==> src/include/cbad_pkg.sv <==
/*
 * Package for the context bank attribute decoder: register offsets, field
 * positions, reset values, context types and shareability encodings.
 * Assumes a single 250 MHz clock domain and a plain strobe register port.
 */
`default_nettype none

package cbad_pkg;

  // Register map; each register is one aligned 32-bit word.
  localparam logic [7:0] CBAD_ADDR_ATTR = 8'h00;
  localparam logic [7:0] CBAD_ADDR_EXT = 8'h04;
  localparam logic [7:0] CBAD_ADDR_GCTL = 8'h08;
  localparam logic [7:0] CBAD_ADDR_ID = 8'h0c;
  localparam logic [7:0] CBAD_ADDR_STAT = 8'h10;
  localparam logic [7:0] CBAD_ADDR_BSEL = 8'h14;

  // Attribute register fields.
  localparam int CBAD_IRQ_LSB = 24;
  localparam int CBAD_TYPE_LSB = 16;
  localparam int CBAD_BANK_LSB = 8;
  localparam int CBAD_HEC_BIT = 10;
  localparam int CBAD_BSH_LSB = 8;
  localparam int CBAD_VMID_LSB = 0;

  // Extended attribute register fields.
  localparam int CBAD_WVMID_LSB = 16;
  localparam int CBAD_MONITOR_CONTEXT_BIT = 1;
  localparam int CBAD_WIDE_BIT = 0;

  // Global control bits.
  localparam int CBAD_HYP_BIT = 0;
  localparam int CBAD_WVEN_BIT = 1;

  // Implementation options.
  localparam int CBAD_NBANKS = 4;
  localparam int CBAD_BIDX_W = 2;
  localparam logic [7:0] CBAD_S2_ONLY_CNT = 8'h01;
  localparam logic [7:0] CBAD_IRQ_CNT = 8'h04;
  localparam logic CBAD_HE_SUPPORTED = 1'b1;
  localparam logic CBAD_BSH_SUPPORTED = 1'b1;
  localparam logic CBAD_TWO_SEC = 1'b1;
  localparam logic CBAD_SEC_VMID = 1'b0;
  localparam logic [31:0] CBAD_ATTR_RST = 32'h0000_0000;
  localparam logic [31:0] CBAD_EXT_RST = 32'h0000_0000;

  // Context types.
  typedef enum logic [1:0] {
    CBAD_S2_ONLY = 2'b00,
    CBAD_S1_BYPASS = 2'b01,
    CBAD_S1_FAULT = 2'b10,
    CBAD_S1_S2 = 2'b11
  } cbad_type_t;

  // Shareability encodings used by the bypass field.
  localparam logic [1:0] CBAD_SH_RSVD = 2'b00;
  localparam logic [1:0] CBAD_SH_OUTER = 2'b01;
  localparam logic [1:0] CBAD_SH_INNER = 2'b10;
  localparam logic [1:0] CBAD_SH_NONE = 2'b11;

  // Translation request from a bus master and its routed result.
  typedef struct packed {
    logic [1:0] bank;
    logic [1:0] s1_share;
    logic secure;
    logic global_map;
    logic [15:0] asid;
  } cbad_req_t;

  typedef struct packed {
    logic do_s1;
    logic do_s2;
    logic fault;
    logic [1:0] s2_bank;
    logic [1:0] share;
    logic [15:0] vmid;
    logic he_tag;
    logic asid_tag;
    logic [15:0] asid;
    logic [7:0] irq;
    logic unpred;
  } cbad_rsp_t;

endpackage : cbad_pkg

`default_nettype wire

==> src/rtl/cbad_top.sv <==
/*
 * Context bank attribute decoder: holds the per-bank attribute and extended
 * attribute registers, decodes the context type for each bus master request
 * and produces the routed translation result one cycle later.
 * Assumes requests and register strobes are synchronous to clk_sys.
 */
// The register offsets and the address-and-strobe port were left to the implementer.
// Operation
// Decode two-bit context type into four modes
// Bit 10 host-extension only if supported, hypervisor-mode
// Host-extension entries tagged; non-global carry ASID
// Software avoids host-ext, monitor, wide on Secure
// Bypass shareability bits 9:8 encoding
// Combine shareability by taking wider domain
// Unsupported bypass shareability reads zero, ignores writes
// VM id from bits 7:0 or wide field
// Secure bank VM id ignored without support
// Fault type raises invalid context fault
// Fault format field layout with reserved bits
// Interrupt index selects context interrupt number
// Nested type uses bits 15:8 stage 2 bank
// Software points nested index at stage-2 bank
// Unused upper bank index bits read zero
// Software matches nested VM id with stage 2
// Identification register reports stage-2-only bank count
// Extended write retries a stalled transaction
// Extended attribute register is 32-bit read-write
// Reserved attribute bits read zero, writes dropped
`timescale 1ns/10ps
`default_nettype none

module cbad_top
  import cbad_pkg::*;
(
  input wire logic clk_sys,
  input wire logic rstn,
  input wire logic [7:0] reg_addr,
  input wire logic [31:0] reg_wdata,
  input wire logic reg_wr,
  input wire logic reg_rd,
  output logic [31:0] reg_rdata,
  input wire logic [CBAD_NBANKS-1:0] bank_secure,
  input wire logic [CBAD_NBANKS-1:0] stall_set,
  input wire logic req_valid,
  input wire cbad_req_t req,
  output logic rsp_valid,
  output cbad_rsp_t rsp,
  output logic [CBAD_NBANKS-1:0] retry_pulse
);

  ////////////////////////////////////////////////////////////////////////////
  // Storage.

  logic [31:0] attr_r [CBAD_NBANKS];
  logic [31:0] ext_r [CBAD_NBANKS];
  logic [1:0] gctl_r;
  logic [CBAD_NBANKS-1:0] stall_r;
  logic [CBAD_BIDX_W-1:0] bsel_r;
  logic [31:0] rdata_nxt;
  cbad_rsp_t rsp_nxt;

  // Keeps only the bits each context type really implements.
  function automatic logic [31:0] attr_mask(input logic [31:0] v,
                                            input logic hyp);
    logic [31:0] m;
    m = 32'h0000_0000;
    m[CBAD_IRQ_LSB +: 8] = 8'hff;
    m[CBAD_TYPE_LSB +: 2] = 2'b11;
    m[CBAD_VMID_LSB +: 8] = 8'hff;
    case (cbad_type_t'(v[CBAD_TYPE_LSB +: 2]))
      CBAD_S1_BYPASS: begin
        m[CBAD_HEC_BIT] = CBAD_HE_SUPPORTED & hyp;
        m[CBAD_BSH_LSB +: 2] = {2{CBAD_BSH_SUPPORTED}};
      end
      CBAD_S1_FAULT: m[CBAD_VMID_LSB +: 8] = 8'h00;
      CBAD_S1_S2: m[CBAD_BANK_LSB +: CBAD_BIDX_W] = '1;
      default: m[CBAD_VMID_LSB +: 8] = 8'hff;
    endcase
    attr_mask = v & m;
  endfunction : attr_mask

  // Wider of two shareability domains: outer over inner over none.
  function automatic logic [1:0] wider_sh(input logic [1:0] a,
                                          input logic [1:0] b);
    if (a == CBAD_SH_OUTER || b == CBAD_SH_OUTER) begin
      wider_sh = CBAD_SH_OUTER;
    end else if (a == CBAD_SH_INNER || b == CBAD_SH_INNER) begin
      wider_sh = CBAD_SH_INNER;
    end else begin
      wider_sh = CBAD_SH_NONE;
    end
  endfunction : wider_sh

  ////////////////////////////////////////////////////////////////////////////
  // Register writes.

  // Attribute and extended registers are written through a bank select.
  always_ff @(posedge clk_sys) begin
    if (!rstn) begin
      for (int i = 0; i < CBAD_NBANKS; i++) begin
        attr_r[i] <= CBAD_ATTR_RST;
        ext_r[i] <= CBAD_EXT_RST;
      end
    end else if (reg_wr) begin
      if (reg_addr == CBAD_ADDR_ATTR) begin
        attr_r[bsel_r] <= attr_mask(reg_wdata, gctl_r[CBAD_HYP_BIT]);
      end
      if (reg_addr == CBAD_ADDR_EXT) begin
        ext_r[bsel_r] <= reg_wdata;
      end
    end
  end

  // Global control and bank select.
  always_ff @(posedge clk_sys) begin
    if (!rstn) begin
      gctl_r <= 2'b00;
      bsel_r <= '0;
    end else if (reg_wr && reg_addr == CBAD_ADDR_GCTL) begin
      gctl_r <= reg_wdata[1:0];
    end else if (reg_wr && reg_addr == CBAD_ADDR_BSEL) begin
      bsel_r <= reg_wdata[CBAD_BIDX_W-1:0];
    end
  end

  // Stall flags: an extended write releases the stall and retries it; a new
  // stall arriving in the same cycle wins so it is not lost.
  always_ff @(posedge clk_sys) begin
    if (!rstn) begin
      stall_r <= '0;
      retry_pulse <= '0;
    end else begin
      for (int i = 0; i < CBAD_NBANKS; i++) begin
        retry_pulse[i] <= reg_wr && reg_addr == CBAD_ADDR_EXT &&
                          bsel_r == CBAD_BIDX_W'(i) && stall_r[i];
        if (stall_set[i]) begin
          stall_r[i] <= 1'b1;
        end else if (reg_wr && reg_addr == CBAD_ADDR_EXT &&
                     bsel_r == CBAD_BIDX_W'(i)) begin
          stall_r[i] <= 1'b0;
        end
      end
    end
  end

  ////////////////////////////////////////////////////////////////////////////
  // Register reads; unmapped addresses read zero.

  always_comb begin
    rdata_nxt = 32'h0000_0000;
    case (reg_addr)
      CBAD_ADDR_ATTR: rdata_nxt = attr_r[bsel_r];
      CBAD_ADDR_EXT: rdata_nxt = ext_r[bsel_r];
      CBAD_ADDR_GCTL: rdata_nxt = {30'h0, gctl_r};
      CBAD_ADDR_ID: rdata_nxt = {16'h0, CBAD_IRQ_CNT, CBAD_S2_ONLY_CNT};
      CBAD_ADDR_STAT: rdata_nxt = {{(32-CBAD_NBANKS){1'b0}}, stall_r};
      CBAD_ADDR_BSEL: rdata_nxt = {{(32-CBAD_BIDX_W){1'b0}}, bsel_r};
      default: rdata_nxt = 32'h0000_0000;
    endcase
  end

  // Read data stands only in the cycle after the strobe.
  always_ff @(posedge clk_sys) begin
    if (!rstn) begin
      reg_rdata <= 32'h0000_0000;
    end else begin
      reg_rdata <= reg_rd ? rdata_nxt : 32'h0000_0000;
    end
  end

  ////////////////////////////////////////////////////////////////////////////
  // Request decode.

  always_comb begin
    logic [31:0] a;
    logic [31:0] e;
    logic [1:0] bsh;
    cbad_type_t ty;
    logic sec;
    a = attr_r[req.bank];
    e = ext_r[req.bank];
    ty = cbad_type_t'(a[CBAD_TYPE_LSB +: 2]);
    bsh = a[CBAD_BSH_LSB +: 2];
    // A bank counts as secure if its pin or the request says so.
    sec = req.secure | bank_secure[req.bank];
    rsp_nxt = '0;
    rsp_nxt.irq = a[CBAD_IRQ_LSB +: 8];
    rsp_nxt.asid = req.asid;
    rsp_nxt.share = req.s1_share;
    // Pick the 8-bit or wide VM identifier.
    if (gctl_r[CBAD_WVEN_BIT]) begin
      rsp_nxt.vmid = e[CBAD_WVMID_LSB +: 16];
    end else begin
      rsp_nxt.vmid = {8'h00, a[CBAD_VMID_LSB +: 8]};
    end
    if (CBAD_TWO_SEC && !CBAD_SEC_VMID && sec) begin
      rsp_nxt.vmid = 16'h0000;
    end
    case (ty)
      CBAD_S2_ONLY: rsp_nxt.do_s2 = 1'b1;
      CBAD_S1_BYPASS: begin
        rsp_nxt.do_s1 = 1'b1;
        if (bsh != CBAD_SH_RSVD) begin
          rsp_nxt.share = wider_sh(req.s1_share, bsh);
        end
        rsp_nxt.he_tag = a[CBAD_HEC_BIT] & CBAD_HE_SUPPORTED &
                         gctl_r[CBAD_HYP_BIT];
        rsp_nxt.asid_tag = rsp_nxt.he_tag & ~req.global_map;
        rsp_nxt.unpred = sec & rsp_nxt.he_tag &
                         e[CBAD_MONITOR_CONTEXT_BIT] & e[CBAD_WIDE_BIT];
      end
      CBAD_S1_FAULT: rsp_nxt.fault = 1'b1;
      CBAD_S1_S2: begin
        rsp_nxt.do_s1 = 1'b1;
        rsp_nxt.do_s2 = 1'b1;
        rsp_nxt.s2_bank = a[CBAD_BANK_LSB +: CBAD_BIDX_W];
        rsp_nxt.unpred =
          attr_r[rsp_nxt.s2_bank][CBAD_TYPE_LSB +: 2] != CBAD_S2_ONLY;
      end
      default: rsp_nxt.fault = 1'b1;
    endcase
  end

  // Result register.
  always_ff @(posedge clk_sys) begin
    if (!rstn) begin
      rsp_valid <= 1'b0;
      rsp <= '0;
    end else begin
      rsp_valid <= req_valid;
      rsp <= rsp_nxt;
    end
  end
endmodule : cbad_top

`default_nettype wire

==> config.mk <==
export PLATFORM = sky130hd
export DESIGN_NAME = cbad_top
export DESIGN_NICKNAME = d
export VERILOG_FILES = /design/src/include/cbad_pkg.sv /design/src/rtl/cbad_top.sv
export SDC_FILE = /design/constraint.sdc
export NUM_CORES = 1
export LEC_CHECK = 0
export BUFFER_PORTS_ARGS = -buffer_cell sky130_fd_sc_hd__buf_2
export CORE_UTILIZATION = 31
export CTS_CLUSTER_DIAMETER = 200
export DETAILED_ROUTE_END_ITERATION = 10
export SYNTH_ARGS = -nofsm -noshare
export SYNTH_HDL_FRONTEND = slang
export SYNTH_SLANG_ARGS = --single-unit
==> constraint.sdc <==
create_clock -name clk_sys -period 3.46 [get_ports clk_sys]
set_input_delay 0.173 -clock clk_sys [delete_from_list [all_inputs] [get_ports clk_sys]]
set_output_delay 0.173 -clock clk_sys [all_outputs]
set_load 0.03 [all_outputs]
==> results.cfg <==
[run_status]
status = finished clean

[detailed_routing]
drt_iter0_drc = 619
drt_first_pass_iters = 5
drt_wl_total_mm = 35.9
via_per_inst = 4.78
wl_per_cell_um = 20.8
vias = 8237
ant_nets = 0
drc = 0

[die]
rows = 76
die_y_um = 210
start_util = 0.314
dieWidth_um = 210
core_um2 = 43000
die-area_um2 = 44300
ioPinCount = 162

[finish]
fin_cells = 1724
fin_util = 0.385
fin_area_um2 = 16600
final_common_cell = and2_1
antenna_cells = 0
drive_above_1_share = 0.312
layout_common_cells = 222 x and2_1, 212 x edfxtp_1, 161 x buf_2
area_delta_synth_final_pct = 22.9
finalNetCount = 1189

[clocking]
post_cts_buffers = 0
cts_htree_levels = 2
clk_pin_slew_ns = 0.06
cts_hold_buf = 36
clk_latency_ns = 0.53
clock_sinks = 309
ctsResizeCount = 0
cts_buffer_depth = 3
cts_buffers = 36
cts_tree = done
root_buffer = clkbuf_16

[sta]
tightest_slew_ns = 0.930
fmax_mhz = 482
setup_tns_ns = 0
period_needed_ns = 2.08
skew_ns = 0.0150
fin_crit_sh = 0.600
drv_slew = 0
whs_ns = 0.0230
finalSetupViolCount = 0
rsz0062_at_grt = no
hold_viol = 0
slew_headroom = 0.380

[synthesis]
yosysUniqueCellTypes = 53
ys_seq_elements = 309
synth_top_flop_cell = edfxtp_1
syn_nets = 984
ys.warnings.count = 0
syn_inst = 906
synth_area_per_cell_um2 = 14.9
yosysSeqAreaShare = 0.617
synth_edf_count = 212
syn_area_um2 = 13500
async_flop_share = 0

[worst_setup_path]
cpPeakStageDelay_ns = 0.69
crit_type = primary input to register
critPathBufInv = 2
required_ns = 3.68
critPathCaptureType = register
arrival_ns = 2.30
cp-start-kind = primary input
crit_fanout = 17
path_cells = buf_2, nor4b_4, nand3_1, o21ai_4, buf_12
r2r_slack_ns = 1.44
crit_slowest_cell = o21ai_4
crit_family = simple AND/OR/NAND/NOR gates

[grt]
grt_util_met3 = 0.0285
met1_usage = 0.210
grt_max_degree = 44
busiest_layer = met2
track_usage = 0.165
use_met2 = 0.288
grt.overflow.total = 0
grt_pass1_wl_mm = 54.2
grt_pass1_vias = 8745
antenna_found_initial = 1

[flow_run]
drv_cap = 0

[power]
vdd_ir_drop_max_v = 0.000284
power_density_nw_per_um2 = 504
leakagePower_uw = 0.00627

[worst_hold_path]
holdCritPathClass = primary input to register

[placement]
dp_hpwl_mm = 23.4
placed_cell_area_um2 = 15000
finalWeightedCongestion = 0.810
dp.cells = 1622
io_buffers = 161
==> through the flow <==
stage,setup slack (ns),power [uW]
global route,1.27,8620
floorplan,-0.238,4470
global placement,0.885,4680
CTS,1.38,8440
finish,1.38,8340
detailed placement,0.849,4690
==> layer usage <==
metal  routed length [um]  share of wire
met1                14600           0.41
met2                18400           0.51
met3                 2050          0.057
met4                  861          0.024
met5                   14        0.00039
==> sequential cells by signal (all words and copies together), names as in the netlist, named ones only <==
signal and count:
rsp_valid 1, reg_rdata 32, bsel_r 2, rsp 50, gctl_r 2, ext_r 128
retry_pulse 4, attr_r 84, stall_r 4
==> worst paths after layout <==
path,cells past startpoint,from,end
min reg2reg,2,stall_r[3]$_SDFFE_PN0P_,retry_pulse[3]$_SDFF_PN0_
max reg2reg,4,register,reg_rdata[8]$_SDFF_PN0_
max,5,reg_addr[2],ext_r[0][16]$_SDFFCE_PN0P_
min,2,reg_wdata[26],attr_r[3][26]$_DFFE_PP_
==> worst reg2reg max path, stage by stage (launching register included) <==
cell and delay, ns:
dfxtp_4 0.77, buf_12 0.34, mux4_2 0.58, inv_1 0.11
o2bb2ai_1 0.07
==> cell type report <==
| type | count | area [um^2] |
|---|---|---|
| Clock buffer | 47 | 1000 |
| Sequential cell | 309 | 8310 |
| Fill cell | 4111 | 26400 |
| Inverter | 24 | 90.1 |
| Multi-Input combinational cell | 520 | 4870 |
| Timing Repair Buffer | 220 | 1390 |
| Clock inverter | 19 | 153 |
| Tap cell | 585 | 732 |
==> cell usage after synthesis, types with 2 or more instances <==
| cell type | count | share of area |
|---|---|---|
| nor2b_1 | 24 | 0.011 |
| o311ai_0 | 2 | 0.0013 |
| dfxtp_1 | 97 | 0.14 |
| nand3_1 | 7 | 0.0026 |
| inv_1 | 23 | 0.0064 |
| buf_4 | 10 | 0.0056 |
| nand4_1 | 5 | 0.0023 |
| and3_1 | 9 | 0.0042 |
| a21boi_0 | 2 | 0.0011 |
| nor2_4 | 3 | 0.0025 |
| nor2_2 | 6 | 0.0028 |
| o2bb2ai_1 | 16 | 0.010 |
| o21ai_0 | 19 | 0.0071 |
| mux2i_1 | 15 | 0.011 |
| and2b_1 | 2 | 0.0011 |
| o211ai_1 | 2 | 0.0011 |
| and2_1 | 222 | 0.10 |
| nor2_1 | 35 | 0.0097 |
| nand2b_1 | 3 | 0.0014 |
| a21oi_1 | 3 | 0.0011 |
| mux2_2 | 2 | 0.0017 |
| edfxtp_1 | 212 | 0.47 |
| clkbuf_1 | 19 | 0.0053 |
| ha_1 | 3 | 0.0028 |
| nand2_1 | 16 | 0.0045 |
| nand3b_1 | 2 | 0.0011 |
| or2_1 | 4 | 0.0019 |
| and4_1 | 2 | 0.0013 |
| nand4b_1 | 2 | 0.0013 |
| buf_2 | 22 | 0.0082 |
| nor3_1 | 5 | 0.0019 |
| mux4_2 | 91 | 0.15 |
==> logic make-up (layout without fill, tap and decap cells) <==
family / Yosys count / in the layout / share of synthesized area
AOI/OAI and AO/OA: 55 / 55 / 0.0288
DFF: 309 / 309 / 0.617
muxes: 108 / 108 / 0.165
buffers and inverters: 77 / 310 / 0.0264
and+or+nand+nor: 354 / 354 / 0.161
adders and majority gates: 3 / 3 / 0.00279
==> where the power goes <==
group	internal [uW]	switching [uW]	leakage (uW)
Clock	2200	1510	0.000554
Combinational	228	302	0.00275
Sequential	4060	49.9	0.00296
Total	6480	1860	0.00627
No activity file was read; power rests on OpenSTA's default activity.
